==> config.mk <==
export PLATFORM = sky130hd
export DESIGN_NAME = haptic_sequence_trigger_control
export DESIGN_NICKNAME = d
export VERILOG_FILES = /design/src/design/haptic_trig_pkg.sv /design/src/design/haptic_sequence_trigger_control.sv
export SDC_FILE = /design/constraint.sdc
export NUM_CORES = 1
export LEC_CHECK = 0
export CAP_MARGIN = 10
export CORE_ASPECT_RATIO = 1.25
export CORE_UTILIZATION = 59
export DETAILED_ROUTE_END_ITERATION = 8
export DONT_BUFFER_PORTS = 1
export PLACE_DENSITY = 0.78
export REMOVE_ABC_BUFFERS = 1
export SETUP_SLACK_MARGIN = 0.1
export SLEW_MARGIN = 25
export SYNTH_ARGS = -nofsm -noshare
export SYNTH_HDL_FRONTEND = slang
export SYNTH_SLANG_ARGS = --single-unit
==> constraint.sdc <==
create_clock -name hclk -period 4.11 [get_ports hclk]
set_input_delay 0.411 -clock hclk [delete_from_list [all_inputs] [get_ports hclk]]
set_output_delay 0.411 -clock hclk [all_outputs]
set_load 0.01 [all_outputs]
==> src/design/haptic_trig_pkg.sv <==
/*
 * Shared constants and types for the haptic sequence trigger control block:
 * register offsets, field positions, reset values, timing and state codes.
 * Assumes a 10 MHz bus clock and 32-bit AHB-Lite register access.
 */
package haptic_trig_pkg;

	// ------------------------------------------------------------
	// Timing
	// ------------------------------------------------------------
	localparam int CLK_PERIOD_NS = 100;               // Bus clock period
	localparam int BOOT_TIME_NS  = 1500000;           // Boot time after power-up
	localparam int BOOT_CYCLES   = BOOT_TIME_NS / CLK_PERIOD_NS;
	localparam int BOOT_W        = 16;                // Boot counter width

	// ------------------------------------------------------------
	// Register byte offsets
	// ------------------------------------------------------------
	localparam logic [7:0] OFS_CTRL   = 8'h00;        // Mode and enables
	localparam logic [7:0] OFS_SEQ    = 8'h04;        // Sequence select and trigger
	localparam logic [7:0] OFS_TRIG   = 8'h08;        // Trigger input setup
	localparam logic [7:0] OFS_PERIOD = 8'h0C;        // Drive period high/low
	localparam logic [7:0] OFS_STATUS = 8'h10;        // Events and state

	// Register select codes
	localparam logic [2:0] SEL_NONE   = 3'h0;
	localparam logic [2:0] SEL_CTRL   = 3'h1;
	localparam logic [2:0] SEL_SEQ    = 3'h2;
	localparam logic [2:0] SEL_TRIG   = 3'h3;
	localparam logic [2:0] SEL_PERIOD = 3'h4;
	localparam logic [2:0] SEL_STATUS = 3'h5;

	// ------------------------------------------------------------
	// Field positions
	// ------------------------------------------------------------
	localparam int CTRL_MODE_LSB = 0;                 // Playback mode, 3 bits
	localparam int CTRL_STBY     = 3;
	localparam int CTRL_RPTREQ   = 4;
	localparam int CTRL_TRK      = 5;
	localparam int CTRL_AUTO     = 6;
	localparam int CTRL_BYPASS   = 7;
	localparam int CTRL_OD       = 8;
	localparam int CTRL_BRAKE    = 9;
	localparam int CTRL_WIDE     = 10;
	localparam int CTRL_DMASK    = 11;
	localparam int SEQ_SEL_LSB   = 0;                 // Sequence select, 4 bits
	localparam int SEQ_RPT_LSB   = 4;                 // Repeat count, 4 bits
	localparam int SEQ_TRIG      = 8;                 // Write-one trigger
	localparam int TRIG_STRIDE   = 8;                 // Bits per trigger input
	localparam int ST_DONE       = 0;
	localparam int ST_FAULT      = 1;

	// ------------------------------------------------------------
	// Encodings
	// ------------------------------------------------------------
	localparam logic [2:0] MODE_REG_TRIG  = 3'h3;     // register_triggered_playback
	localparam logic [2:0] MODE_EDGE_TRIG = 3'h4;     // edge_triggered_playback
	localparam logic [1:0] EDGE_RISE = 2'h0;
	localparam logic [1:0] EDGE_FALL = 2'h1;
	localparam logic [1:0] EDGE_BOTH = 2'h2;

	// Period limits in 1333.32 ns units: 300 Hz and 50 Hz
	localparam logic [14:0] PER_MIN     = 15'h09C4;   // 2500
	localparam logic [14:0] PER_MAX     = 15'h3A98;   // 15000
	localparam logic [14:0] PER_DEFAULT = 15'h1D4C;   // 7500, about 100 Hz

	typedef enum logic [1:0] {
		ST_BOOT    = 2'b00,
		ST_IDLE    = 2'b01,
		ST_STANDBY = 2'b10,
		ST_DRIVE   = 2'b11
	} pstate_t;

	// Trigger input setup, one per input
	typedef struct packed {
		logic [3:0] slot;      // trigger_sequence_slot
		logic       scheme;    // trigger_sequence_scheme
		logic [1:0] edge_sel;  // trigger_edge_select
	} trig_cfg_t;

	// Measured resonance from the sensing front end
	typedef struct packed {
		logic        valid;
		logic [14:0] period;
	} bemf_t;

endpackage
==> src/design/haptic_sequence_trigger_control.sv <==
/*
 * Playback control for a haptic driver: register and pin triggered
 * sequence start, repeat, stop-on-retrigger, alternation, completion
 * interrupt, resonance tracking checks and boot timing.
 * Assumes a waveform engine on hclk that plays the sequence named by
 * play_seq on each play_start pulse and pulses pass_done when a pass ends,
 * and a sensing front end that reports the measured period on hclk.
 */
`timescale 1ns/1ps
`default_nettype none

// How it works
// - Mode 3 plays only on register trigger
// - Play selected sequence, up to 16 passes
// - Writing trigger bit starts selected sequence
// - Completion pulls interrupt low, records done
// - Repeat request restarts sequence without gap
// - Edge mode starts on pins or register
// - Per input: rising, falling or both edges
// - New event during pin playback stops it
// - Scheme 0 always plays configured slot
// - Scheme 1 alternates slot and slot plus one
// - Pin playback ends, interrupt, then idle or standby
// - Tracking adjusts period within 50-300 Hz
// - Gain autoscale only after initial lock
// - Tracking converges within 25 percent of nominal
// - Fault when resonance outside 50-300 Hz
// - Bypass disables window and range fault
// - Overdrive and braking have separate enables
// - Wideband: 25-1000 Hz, tracking features off
// - Wideband period follows period register writes
// - Boot 1.5 ms, then inactive lowest power
// - Mode 4 selects edge-triggered playback
// - After playback go idle or standby
module haptic_sequence_trigger_control #(
	parameter int BOOT_CYCLES = haptic_trig_pkg::BOOT_CYCLES
) (
	// Clock and reset
	input  wire  logic        hclk,
	input  wire  logic        hresetn,
	// AHB-Lite slave
	input  wire  logic        hsel,
	input  wire  logic [1:0]  htrans,
	input  wire  logic [31:0] haddr,
	input  wire  logic        hwrite,
	input  wire  logic [2:0]  hsize,
	input  wire  logic [31:0] hwdata,
	input  wire  logic        hready,
	output logic [31:0]       hrdata,
	output logic              hreadyout,
	output logic              hresp,
	// Trigger pins, asynchronous
	input  wire  logic        trigger_input_0,
	input  wire  logic        trigger_input_1,
	input  wire  logic        trigger_input_2,
	// Waveform engine
	input  wire  logic        pass_done,
	output logic              play_start,
	output logic [3:0]        play_seq,
	output logic              drive_active,
	output logic              standby_active,
	// Resonance sensing
	input  wire  haptic_trig_pkg::bemf_t bemf,
	output logic [14:0]       drive_period,
	output logic              gain_autoscale_on,
	output logic              overdrive_on,
	output logic              brake_on,
	// Interrupt
	output logic              interrupt_out_n
);

	// ------------------------------------------------------------
	// State
	// ------------------------------------------------------------
	typedef struct packed {
		haptic_trig_pkg::pstate_t state;        // Power/playback state
		logic [haptic_trig_pkg::BOOT_W-1:0] boot_cnt;
		logic [2:0]  mode;                      // Playback mode field
		logic        standby_en;                // Post-playback standby
		logic        repeat_req;                // sequence_repeat_request
		logic        trk_en;                    // Resonance tracking
		logic        autoscale;                 // tracking_gain_autoscale
		logic        bypass;                    // Tracking limits bypass
		logic        od_en;                     // Overdrive enable
		logic        brake_en;                  // Reverse braking enable
		logic        wide_en;                   // Wideband operation
		logic        done_mask;                 // sequence_done_mask
		logic [3:0]  sel;                       // sequence_select
		logic [3:0]  rpt;                       // sequence_repeat_count
		logic [23:0] trig;                      // Three trig_cfg_t
		logic [14:0] nominal;                   // drive_period_high/low
		logic        done;                      // Sticky sequence done
		logic        fault;                     // Sticky frequency fault
		logic        by_pin;                    // Playback started by pin
		logic [3:0]  seq;                       // Sequence now playing
		logic [3:0]  pass_cnt;                  // Passes completed
		logic [2:0]  toggle;                    // Odd/even event per input
		logic [2:0]  sync0;                     // First sync stage
		logic [2:0]  sync1;                     // Second sync stage
		logic [2:0]  sync2;                     // Edge history
		logic        locked;                    // Initial lock reached
		logic [14:0] period;                    // Drive period in use
		logic        play_start;                // Pass start pulse
		logic        irq_n;                     // Interrupt pin
		logic        wr_pend;                   // Write data phase due
		logic [2:0]  wr_sel;                    // Register of that write
		logic [31:0] rdata;                     // Read data
	} regs_t;

	regs_t r_ff;
	regs_t nxt_r;

	// Register decode, used for reads and writes
	function automatic logic [2:0] reg_sel(input logic [31:0] a);
		logic [2:0] s;
		s = haptic_trig_pkg::SEL_NONE;
		if (a[31:8] == 24'h000000) begin
			case (a[7:0])
				haptic_trig_pkg::OFS_CTRL:   s = haptic_trig_pkg::SEL_CTRL;
				haptic_trig_pkg::OFS_SEQ:    s = haptic_trig_pkg::SEL_SEQ;
				haptic_trig_pkg::OFS_TRIG:   s = haptic_trig_pkg::SEL_TRIG;
				haptic_trig_pkg::OFS_PERIOD: s = haptic_trig_pkg::SEL_PERIOD;
				haptic_trig_pkg::OFS_STATUS: s = haptic_trig_pkg::SEL_STATUS;
				default:                     s = haptic_trig_pkg::SEL_NONE;
			endcase
		end
		return s;
	endfunction

	// Combinational helpers
	logic [2:0]  ev;          // Qualifying event per input
	logic        any_ev;
	logic        reg_trig;    // Host wrote the trigger bit
	logic        can_start;
	logic        pass_end;
	logic        seq_end;
	logic [16:0] win_lo;
	logic [16:0] win_hi;
	logic        in_win;
	logic        in_range;
	haptic_trig_pkg::trig_cfg_t cfg [3];

	// ------------------------------------------------------------
	// Next state
	// ------------------------------------------------------------
	always_comb begin
		nxt_r = r_ff;
		nxt_r.play_start = 1'b0;
		// Two flops on each pin before any logic looks at them
		nxt_r.sync0 = {trigger_input_2, trigger_input_1, trigger_input_0};
		nxt_r.sync1 = r_ff.sync0;
		nxt_r.sync2 = r_ff.sync1;

		// Edge qualification per input
		ev = 3'b000;
		for (int i = 0; i < 3; i++) begin
			cfg[i] = r_ff.trig[i*haptic_trig_pkg::TRIG_STRIDE +: 7];
			case (cfg[i].edge_sel)
				haptic_trig_pkg::EDGE_RISE: ev[i] = r_ff.sync1[i] & ~r_ff.sync2[i];
				haptic_trig_pkg::EDGE_FALL: ev[i] = ~r_ff.sync1[i] & r_ff.sync2[i];
				haptic_trig_pkg::EDGE_BOTH: ev[i] = r_ff.sync1[i] ^ r_ff.sync2[i];
				default:                    ev[i] = 1'b0;
			endcase
		end
		// Pins count only in edge mode
		if (r_ff.mode != haptic_trig_pkg::MODE_EDGE_TRIG) begin
			ev = 3'b000;
		end
		any_ev = |ev;

		// AHB write data phase
		reg_trig = 1'b0;
		if (r_ff.wr_pend) begin
			case (r_ff.wr_sel)
				haptic_trig_pkg::SEL_CTRL: begin
					nxt_r.mode       = hwdata[haptic_trig_pkg::CTRL_MODE_LSB +: 3];
					nxt_r.standby_en = hwdata[haptic_trig_pkg::CTRL_STBY];
					nxt_r.repeat_req = hwdata[haptic_trig_pkg::CTRL_RPTREQ];
					nxt_r.trk_en     = hwdata[haptic_trig_pkg::CTRL_TRK];
					nxt_r.autoscale  = hwdata[haptic_trig_pkg::CTRL_AUTO];
					nxt_r.bypass     = hwdata[haptic_trig_pkg::CTRL_BYPASS];
					nxt_r.od_en      = hwdata[haptic_trig_pkg::CTRL_OD];
					nxt_r.brake_en   = hwdata[haptic_trig_pkg::CTRL_BRAKE];
					nxt_r.wide_en    = hwdata[haptic_trig_pkg::CTRL_WIDE];
					nxt_r.done_mask  = hwdata[haptic_trig_pkg::CTRL_DMASK];
				end
				haptic_trig_pkg::SEL_SEQ: begin
					nxt_r.sel = hwdata[haptic_trig_pkg::SEQ_SEL_LSB +: 4];
					nxt_r.rpt = hwdata[haptic_trig_pkg::SEQ_RPT_LSB +: 4];
					reg_trig  = hwdata[haptic_trig_pkg::SEQ_TRIG];
				end
				haptic_trig_pkg::SEL_TRIG:   nxt_r.trig = hwdata[23:0];
				haptic_trig_pkg::SEL_PERIOD: nxt_r.nominal = hwdata[14:0];
				haptic_trig_pkg::SEL_STATUS: begin
					// Write one clears; a same-cycle set below still wins
					if (hwdata[haptic_trig_pkg::ST_DONE]) nxt_r.done = 1'b0;
					if (hwdata[haptic_trig_pkg::ST_FAULT]) nxt_r.fault = 1'b0;
				end
				default: ;
			endcase
		end
		// Register trigger counts in both stored-playback modes
		if ((r_ff.mode != haptic_trig_pkg::MODE_REG_TRIG) &&
		    (r_ff.mode != haptic_trig_pkg::MODE_EDGE_TRIG)) begin
			reg_trig = 1'b0;
		end
		can_start = (r_ff.state == haptic_trig_pkg::ST_IDLE ||
		             r_ff.state == haptic_trig_pkg::ST_STANDBY) && !r_ff.fault;

		// Resonance window and range checks
		win_lo   = {2'b00, r_ff.nominal} - {4'h0, r_ff.nominal[14:2]};
		win_hi   = {2'b00, r_ff.nominal} + {4'h0, r_ff.nominal[14:2]};
		in_win   = ({2'b00, bemf.period} >= win_lo) && ({2'b00, bemf.period} <= win_hi);
		in_range = (bemf.period >= haptic_trig_pkg::PER_MIN) &&
		           (bemf.period <= haptic_trig_pkg::PER_MAX);

		pass_end = (r_ff.state == haptic_trig_pkg::ST_DRIVE) && pass_done;
		seq_end  = pass_end && (r_ff.pass_cnt == r_ff.rpt);

		// Playback sequencing
		case (r_ff.state)
			haptic_trig_pkg::ST_BOOT: begin
				// Wait out boot, then sit in the lowest power state
				if (r_ff.boot_cnt == haptic_trig_pkg::BOOT_W'(BOOT_CYCLES - 1)) begin
					nxt_r.state = haptic_trig_pkg::ST_IDLE;
				end else begin
					nxt_r.boot_cnt = r_ff.boot_cnt + 1'b1;
				end
			end
			haptic_trig_pkg::ST_IDLE, haptic_trig_pkg::ST_STANDBY: begin
				if (can_start && any_ev) begin
					// Lowest numbered input wins a tie
					for (int i = 2; i >= 0; i--) begin
						if (ev[i]) begin
							nxt_r.seq = cfg[i].slot;
							if (cfg[i].scheme && r_ff.toggle[i]) begin
								nxt_r.seq = cfg[i].slot + 4'h1;
							end
						end
					end
					nxt_r.by_pin     = 1'b1;
					nxt_r.state      = haptic_trig_pkg::ST_DRIVE;
					nxt_r.pass_cnt   = 4'h0;
					nxt_r.play_start = 1'b1;
					nxt_r.locked     = 1'b0;
				end else if (can_start && reg_trig) begin
					// The trigger write may carry a new selection in the same word
					nxt_r.seq        = nxt_r.sel;
					nxt_r.by_pin     = 1'b0;
					nxt_r.state      = haptic_trig_pkg::ST_DRIVE;
					nxt_r.pass_cnt   = 4'h0;
					nxt_r.play_start = 1'b1;
					nxt_r.locked     = 1'b0;
				end
			end
			haptic_trig_pkg::ST_DRIVE: begin
				if (r_ff.by_pin && any_ev) begin
					// Retrigger during pin playback only stops it
					nxt_r.state = r_ff.standby_en ? haptic_trig_pkg::ST_STANDBY :
					              haptic_trig_pkg::ST_IDLE;
				end else if (seq_end) begin
					nxt_r.done = 1'b1;
					if (r_ff.repeat_req) begin
						nxt_r.pass_cnt   = 4'h0;
						nxt_r.play_start = 1'b1;
					end else begin
						nxt_r.state = r_ff.standby_en ? haptic_trig_pkg::ST_STANDBY :
						              haptic_trig_pkg::ST_IDLE;
					end
				end else if (pass_end) begin
					nxt_r.pass_cnt   = r_ff.pass_cnt + 4'h1;
					nxt_r.play_start = 1'b1;
				end
			end
			default: nxt_r.state = haptic_trig_pkg::ST_IDLE;
		endcase

		// Every event on an input outside boot flips its odd/even toggle
		for (int i = 0; i < 3; i++) begin
			if (ev[i] && r_ff.state != haptic_trig_pkg::ST_BOOT) begin
				nxt_r.toggle[i] = ~r_ff.toggle[i];
			end
		end

		// Resonance tracking and wideband period
		if (r_ff.wide_en || !r_ff.trk_en) begin
			nxt_r.period = r_ff.nominal;
			nxt_r.locked = 1'b0;
		end else if (r_ff.state == haptic_trig_pkg::ST_DRIVE && bemf.valid) begin
			if (!r_ff.bypass && !in_range) begin
				nxt_r.fault = 1'b1;
				nxt_r.state = haptic_trig_pkg::ST_IDLE;
			end else if (r_ff.bypass || in_win) begin
				nxt_r.period = bemf.period;
				nxt_r.locked = 1'b1;
			end
		end else if (r_ff.state != haptic_trig_pkg::ST_DRIVE) begin
			nxt_r.period = r_ff.nominal;
		end

		// Interrupt follows the unmasked done flag
		nxt_r.irq_n = ~(nxt_r.done & ~nxt_r.done_mask);

		// AHB address phase
		nxt_r.wr_pend = 1'b0;
		if (hsel && htrans[1] && hready) begin
			nxt_r.wr_pend = hwrite;
			nxt_r.wr_sel  = reg_sel(haddr);
			nxt_r.rdata   = 32'h00000000;
			if (!hwrite) begin
				case (reg_sel(haddr))
					haptic_trig_pkg::SEL_CTRL: nxt_r.rdata = {20'h00000, r_ff.done_mask,
						r_ff.wide_en, r_ff.brake_en, r_ff.od_en, r_ff.bypass, r_ff.autoscale,
						r_ff.trk_en, r_ff.repeat_req, r_ff.standby_en, r_ff.mode};
					haptic_trig_pkg::SEL_SEQ:    nxt_r.rdata = {24'h000000, r_ff.rpt, r_ff.sel};
					haptic_trig_pkg::SEL_TRIG:   nxt_r.rdata = {8'h00, r_ff.trig};
					haptic_trig_pkg::SEL_PERIOD: nxt_r.rdata = {17'h00000, r_ff.period};
					haptic_trig_pkg::SEL_STATUS: nxt_r.rdata = {19'h00000, r_ff.pass_cnt,
						r_ff.locked, r_ff.seq, r_ff.state, r_ff.fault, r_ff.done};
					default:                     nxt_r.rdata = 32'h00000000;
				endcase
			end
		end
	end

	// ------------------------------------------------------------
	// State register
	// ------------------------------------------------------------
	always_ff @(posedge hclk or negedge hresetn) begin
		if (!hresetn) begin
			r_ff         <= '0;
			r_ff.state   <= haptic_trig_pkg::ST_BOOT;
			r_ff.nominal <= haptic_trig_pkg::PER_DEFAULT;
			r_ff.period  <= haptic_trig_pkg::PER_DEFAULT;
			r_ff.irq_n   <= 1'b1;
		end else begin
			r_ff <= nxt_r;
		end
	end

	// Outputs, all from flops, some through a gate or state decode
	assign hrdata            = r_ff.rdata;
	assign hreadyout         = 1'b1 | r_ff.wr_pend;
	assign hresp             = 1'b0 & r_ff.wr_pend;
	assign play_start        = r_ff.play_start;
	assign play_seq          = r_ff.seq;
	assign drive_active      = (r_ff.state == haptic_trig_pkg::ST_DRIVE);
	assign standby_active    = (r_ff.state == haptic_trig_pkg::ST_STANDBY);
	assign drive_period      = r_ff.period;
	assign gain_autoscale_on = r_ff.autoscale & r_ff.locked;
	assign overdrive_on      = r_ff.od_en & ~r_ff.wide_en;
	assign brake_on          = r_ff.brake_en & ~r_ff.wide_en;
	assign interrupt_out_n   = r_ff.irq_n;
endmodule
`default_nettype wire

==> flow_summary.json, run 1 <==
{
  "via_per_inst": 6.29,
  "drt_first_pass_iters": 5,
  "drt_wl_total_mm": 25.3,
  "ys_ff_latch": 146,
  "arrival_ns": 4.80,
  "clockBufferDepth": 2,
  "wl_per_cell_um": 20.7,
  "timing_hold_violations_final": 31,
  "syn_inst": 971,
  "antenna_found_initial": 0,
  "power.density_nw_per_um2": 295,
  "worstPathMaxFanout": 10,
  "r2r_start": "r_ff[79]$_DFFE_PN1P_",
  "rsz0062_at_grt": "yes",
  "p_total_uw": 3140,
  "num_rows": 51,
  "switching_share": 0.216,
  "finalSetupViolCount": 16,
  "die_h_um": 143,
  "violations": "negative hold slack, negative setup slack",
  "ir_drop_mv": 0.288,
  "antenna_left": 0,
  "syn-cell-area_sq_um": 9330,
  "avgSynthCellArea_sq_um": 9.60,
  "clock_sinks": 146,
  "cp-start-kind": "register",
  "yosys_warnings": 0,
  "slew_headroom": 0.423,
  "nets": 1166,
  "hold_path_class": "in -> async",
  "synth-main-ff-cell": "dfrtp_1",
  "synth_cell_type_count": 71,
  "critical_path_class": "reg -> reg",
  "grt.overflow.total": 0,
  "synth_edf_count": 0,
  "power.internal_uw": 2470,
  "setup_ws_ns": -0.394,
  "synthArstFlopShare": 1.00,
  "initialDrtViolationCount": 615,
  "grt_first_pass_wirelength_mm": 40.0,
  "ios": 154,
  "finalCritPeriodShare": 1.10,
  "fmax_mhz": 222,
  "pwr-share-comb": 0.043,
  "drc": 0,
  "port_buffers": 0,
  "place.gp.congestion": 0.910,
  "dpl_worst_slack_ns": -0.574,
  "finalHoldWorstSlack_ns": -0.0410,
  "setup.worst_path.start": "r_ff[79]$_DFFE_PN1P_",
  "leakage_uw": 0.00485,
  "grt_start_max_net_pins": 147,
  "p_sw_uw": 678,
  "vias": 7696,
  "maxCapViolCount": 0,
  "cts.htree.levels": 4,
  "crit_required_ns": 4.40,
  "clk_latency_ns": 0.41,
  "power_frac_clock": 0.489,
  "grt_pass1_vias": 7675,
  "cts_tree": "yes",
  "hpwl_mm": 17.9,
  "diodes": 0,
  "dieArea_sq_um": 16300,
  "fin_crit_ns": 4.50,
  "cts_buffers": 17,
  "clkTransAtPathRegs_ns": 0.06,
  "grt_use_total": 0.321,
  "seq_area_frac_synth": 0.394,
  "pwr-share-seq": 0.469,
  "syn_to_final_growth_pct": 14.3,
  "worst_slew_pin_slew_ns": 0.861,
  "end_kind": "register",
  "start_util": 0.601,
  "status": "finished, violations left",
  "r2r_slack_ns": -0.39,
  "die_x_um": 114,
  "cts_root_buffer": "clkbuf_16",
  "coreArea_sq_um": 15500,
  "slew_viol_final": 0,
  "drive_gt1_frac": 0.231,
  "timing.rr.end": "r_ff[53]$_DFF_PN0_",
  "r2r_cells": 19,
  "final_cells": 1224,
  "post-place-cells": 1174,
  "fin_skew_ns": 0.00590
}
==> flip-flops by register name, summed over array words and instances, names as in the netlist <==
name and count:
cfg 21, drive_period 15, hrdata 24, interrupt_out_n 1
nxt_r 6, play_seq 4, play_start 1, r_ff 74
==> through the flow <==
stage | utilization | TNS, ns | hold slack, ns | area (sq um)
2_1_floorplan | - | -3.96 | 0.115 | 8810
3_3_place_gp | 0.621 | -4.82 | 0.122 | 9630
3_5_place_dp | 0.621 | -7.44 | 0.122 | 9630
4_1_cts | 0.681 | -4.10 | 0.00866 | 10600
5_1_grt | 0.688 | -8.44 | 0.000730 | 10700
6_report | 0.688 | -5.25 | -0.0410 | 10700
==> worst max-delay path, cell delays in order, from the launching register on <==
cell,delay [ns]
dfstp_2,0.58
ha_4,0.15
inv_2,0.04
fa_2,0.36
a21o_1,0.20
a21oi_2,0.15
o211ai_1,0.14
and3_1,0.24
o21a_1,0.24
o21ai_2,0.19
a21oi_2,0.07
xnor2_1,0.13
ha_1,0.33
a2111oi_2,0.30
o21ai_1,0.11
o32a_1,0.41
a41o_1,0.29
buf_6,0.15
a32oi_1,0.20
nor3b_1,0.07
==> cell families (layout without fill, tap and decap cells) <==
kind of cell | after synthesis | in the layout | share of synthesized area
AO/OA/AOI/OAI | 216 | 216 | 0.155
multiplexers | 67 | 67 | 0.0782
buffers and inverters | 141 | 174 | 0.0806
XOR/XNOR | 53 | 53 | 0.0498
adder cells (fa/ha/maj) | 72 | 72 | 0.0982
AND/OR/NAND/NOR | 274 | 274 | 0.143
other | 2 | 10 | 0.000805
flip-flops | 146 | 146 | 0.394
==> metal layers <==
metal | global-route usage | part of all wire | vias to the layer above | routed length, um
met4 | 0.159 | 0.043 | 0 | 1090
li1 | - | - | 3476 | -
met5 | 0 | 0 | - | 0
met3 | 0.0601 | 0.067 | 82 | 1690
met2 | 0.555 | 0.51 | 352 | 13000
met1 | 0.380 | 0.38 | 3786 | 9580
==> power groups by stage <==
stage	registers (uW)	logic, uW	clock network (uW)
after floorplan	1490	68.9	0
after global routing	1470	151	1620
after global placement	1500	88.3	0
after CTS	1470	131	1550
final	1470	135	1540
after detailed placement	1500	91.9	0
==> worst max-delay path by stage <==
stage	slack [ns]	endpoint	cells past startpoint
final	-0.39	r_ff[53]$_DFF_PN0_	19
after global routing	-0.58	r_ff[53]$_DFF_PN0_	19
after CTS	-0.35	drive_period[8]$_DFFE_PN1P_	22
after detailed placement	-0.57	r_ff[53]$_DFF_PN0_	19
after global placement	-0.37	r_ff[53]$_DFF_PN0_	19
after floorplan	-0.38	drive_period[14]$_DFFE_PN0P_	17
==> final cells by class <==
type	count	area, sq um
clock inverter	12	140
fill	1142	4840
clock buffer	19	443
multi-input combinational	692	5240
inverter	55	209
tap	212	265
timing repair buffer	88	692
sequential	146	3670
==> layout by cell type, fill, tap and decap left out, drive strengths merged, types with 13 or more instances in the layout <==
master,count
buf,88
ha,70
a221oi,14
dfstp,15
nand3,36
xnor2,37
o21ai,75
clkbuf,19
a21oi,33
mux2i,20
nor3,13
xor2,16
mux2,47
nand4,13
dfrtp,131
nor2,67
inv,54
nand2,86
==> cells in the mapped netlist, types with 15 or more instances <==
cell type / n / area share
clkbuf_1: 20 / 0.0080
nor2_1: 67 / 0.027
mux2i_1: 20 / 0.021
dfrtp_1: 131 / 0.35
buf_4: 55 / 0.044
nand2_1: 86 / 0.035
ha_1: 70 / 0.094
mux2_2: 47 / 0.057
inv_1: 54 / 0.022
a21oi_1: 33 / 0.018
xnor2_1: 37 / 0.035
xor2_1: 16 / 0.015
dfstp_2: 15 / 0.042
o21ai_0: 71 / 0.038
nand3_1: 36 / 0.019
==> what timing repair did <==
| item | 4_1_cts | 5_1_grt |
|---|---|---|
| resized for setup | 44 | 23 |
| endpoints found under the hold margin | 146 | 0 |
| hold buffers | 1 | 0 |
| gates cloned | 1 | 0 |
| endpoints found under the setup margin | 16 | 16 |
| setup buffers | 15 | 2 |
| pin swaps | 14 | 31 |
Note: power is estimated with default switching activity, not from simulation.
==> run 2: changes to the inputs <==
- REMOVE_ABC_BUFFERS: 1 -> default
==> flow_summary.json, run 2 (synthesized netlist as in run 1, its figures left out) <==
{
  "r2r_cells": 21,
  "finalSetupViolCount": 16,
  "hpwl_mm": 18.2,
  "power_frac_clock": 0.493,
  "clk_latency_ns": 0.43,
  "largest_register_ffs": 74,
  "end_kind": "register",
  "finalHoldWorstSlack_ns": -0.00437,
  "leakage_uw": 0.00480,
  "wl_per_cell_um": 20.5,
  "finalCritPeriodShare": 1.10,
  "fill_cells": 1158,
  "syn_to_final_growth_pct": 13.5,
  "cts_buffers": 17,
  "setup_ws_ns": -0.422,
  "antenna_left": 0,
  "drt_first_pass_iters": 5,
  "r2r_slack_ns": -0.42,
  "crit_required_ns": 4.45,
  "arrival_ns": 4.87,
  "slew_viol_final": 0,
  "critPathTopFamily": "compound AO/OA/AOI/OAI gates",
  "critical_path_class": "reg -> reg",
  "fin_crit_ns": 4.53,
  "via_per_inst": 6.17,
  "r2r_start": "r_ff[80]$_DFFE_PN1P_",
  "grt.overflow.total": 0,
  "initialDrtViolationCount": 657,
  "grt_first_pass_wirelength_mm": 39.0,
  "clkTransAtPathRegs_ns": 0.06,
  "cts.htree.levels": 4,
  "timing.rr.end": "drive_period[7]$_DFFE_PN0P_",
  "violations": "negative hold slack, negative setup slack",
  "power.internal_uw": 2430,
  "final_cell_mix": "dfrtp_1, nand2_1, buf_4, nor2_1, ha_1",
  "worst_slew_pin_slew_ns": 0.814,
  "utilization": 0.683,
  "grt_start_max_net_pins": 147,
  "cp-start-kind": "register",
  "diodes": 0,
  "power.density_nw_per_um2": 299,
  "clock_sinks": 146,
  "cts_root_buffer": "clkbuf_16",
  "num_rows": 51,
  "p_sw_uw": 740,
  "die_x_um": 114,
  "maxCapViolCount": 0,
  "vias": 7484,
  "slowest_stage": "dfstp_2",
  "ios": 154,
  "dieArea_sq_um": 16300,
  "slew_headroom": 0.457,
  "timing_hold_violations_final": 12,
  "start_util": 0.601,
  "drive_gt1_frac": 0.220,
  "clockBufferDepth": 2,
  "grt_use_total": 0.314,
  "port_buffers": 0,
  "pwr-share-seq": 0.465,
  "cts_tree": "yes",
  "worstPathMaxFanout": 9,
  "place.gp.congestion": 0.884,
  "rsz0062_at_grt": "yes",
  "ir_drop_mv": 0.282,
  "pwr-share-comb": 0.043,
  "layout_commonest_cell": "dfrtp_1",
  "fin_setup_tns_ns": -5.73,
  "fin_skew_ns": 0.0146,
  "grt_pass1_vias": 7634,
  "status": "finished, violations left",
  "crit_chain": "inv_4 > ha_4 > nand2b_4 > a221oi_2 > or4_4 > a211o_1 > a21oi_2 > o21bai_2 > or4_4 > nand3_2 > ha_4 > o21ai_1 > nor2_1 > o32ai_2 > a31o_2 > a311o_1 > buf_4 > a41oi_2 > buf_6 > o21ai_1 > a31oi_1",
  "slowest_delay_ns": 0.55,
  "worst-path-buf-inv": 3,
  "drt_wl_total_mm": 24.9,
  "fmax_mhz": 221,
  "largest_register": "r_ff",
  "die_h_um": 143,
  "dpl_worst_slack_ns": -0.426,
  "coreArea_sq_um": 15500,
  "antenna_found_initial": 0,
  "p_total_uw": 3170,
  "switching_share": 0.234,
  "drc": 0,
  "nets": 1153,
  "hold_path_class": "in -> async"
}
## run 2: cell types whose count changed in the layout (fill, tap and decap cells not counted), sizes merged
cell	previous run	this run
dlygate4sd3	0	3
inv	54	58
buf	88	72
bufinv	3	2
clkinv	8	6
## run 2: layer usage
metal	wire (um)	share of wire	global-route usage	vias to the layer above
li1	-	-	-	3454
met1	9580	0.39	0.363	3616
met2	12500	0.50	0.554	347
met3	1730	0.070	0.0656	67
met4	1000	0.040	0.148	0
met5	0	0	0	-
## run 2: layout make-up
| cell class | count | area (sq um) | area share |
|---|---|---|---|
| Clock buffer | 19 | 443 | 0.0418 |
| Timing Repair Buffer | 75 | 594 | 0.0562 |
| Inverter | 55 | 209 | 0.0197 |
| Clock inverter | 13 | 149 | 0.0141 |
| Tap cell | 212 | 265 | 0.0251 |
| Sequential cell | 146 | 3670 | 0.347 |
| Multi-Input combinational cell | 692 | 5250 | 0.496 |
## run 2: power groups by stage
stage	Combinational [uW]	Clock [uW]	Sequential [uW]
2_1_floorplan	81.3	0	1490
3_3_place_gp	91.2	0	1500
3_5_place_dp	95.2	0	1500
4_1_cts	132	1570	1470
5_1_grt	152	1640	1470
6_report	135	1560	1470
## run 2: through the flow
stage,area (sq um),std cells
floorplan,9460,979
CTS,10500,1209
finish,10600,1212
global placement,9690,1169
global route,10600,1212
detailed placement,9700,1169
## run 2: repair_timing
| item | CTS | global route |
|---|---|---|
| gates cloned | 0 | 0 |
| buffers inserted | 6 | 1 |
| setup endpoints to repair | 16 | 16 |
| pin swaps | 11 | 12 |
| hold endpoints to repair | 147 | 2 |
| resized for setup | 23 | 16 |
| hold buffers | 2 | 2 |
## run 2: how the worst max path moves through the flow
| stage | from | end | slack (ns) | depth (start not counted) |
|---|---|---|---|---|
| after floorplan | r_ff[79]$_DFFE_PN1P_ | r_ff[53]$_DFF_PN0_ | -0.07 | 19 |
| after global placement | r_ff[80]$_DFFE_PN1P_ | drive_period[2]$_DFFE_PN1P_ | -0.32 | 20 |
| after detailed placement | r_ff[80]$_DFFE_PN1P_ | drive_period[10]$_DFFE_PN1P_ | -0.43 | 17 |
| after CTS | r_ff[80]$_DFFE_PN1P_ | drive_period[7]$_DFFE_PN0P_ | -0.34 | 21 |
| after global routing | r_ff[79]$_DFFE_PN1P_ | drive_period[7]$_DFFE_PN0P_ | -0.53 | 22 |
| final | r_ff[80]$_DFFE_PN1P_ | drive_period[7]$_DFFE_PN0P_ | -0.42 | 21 |
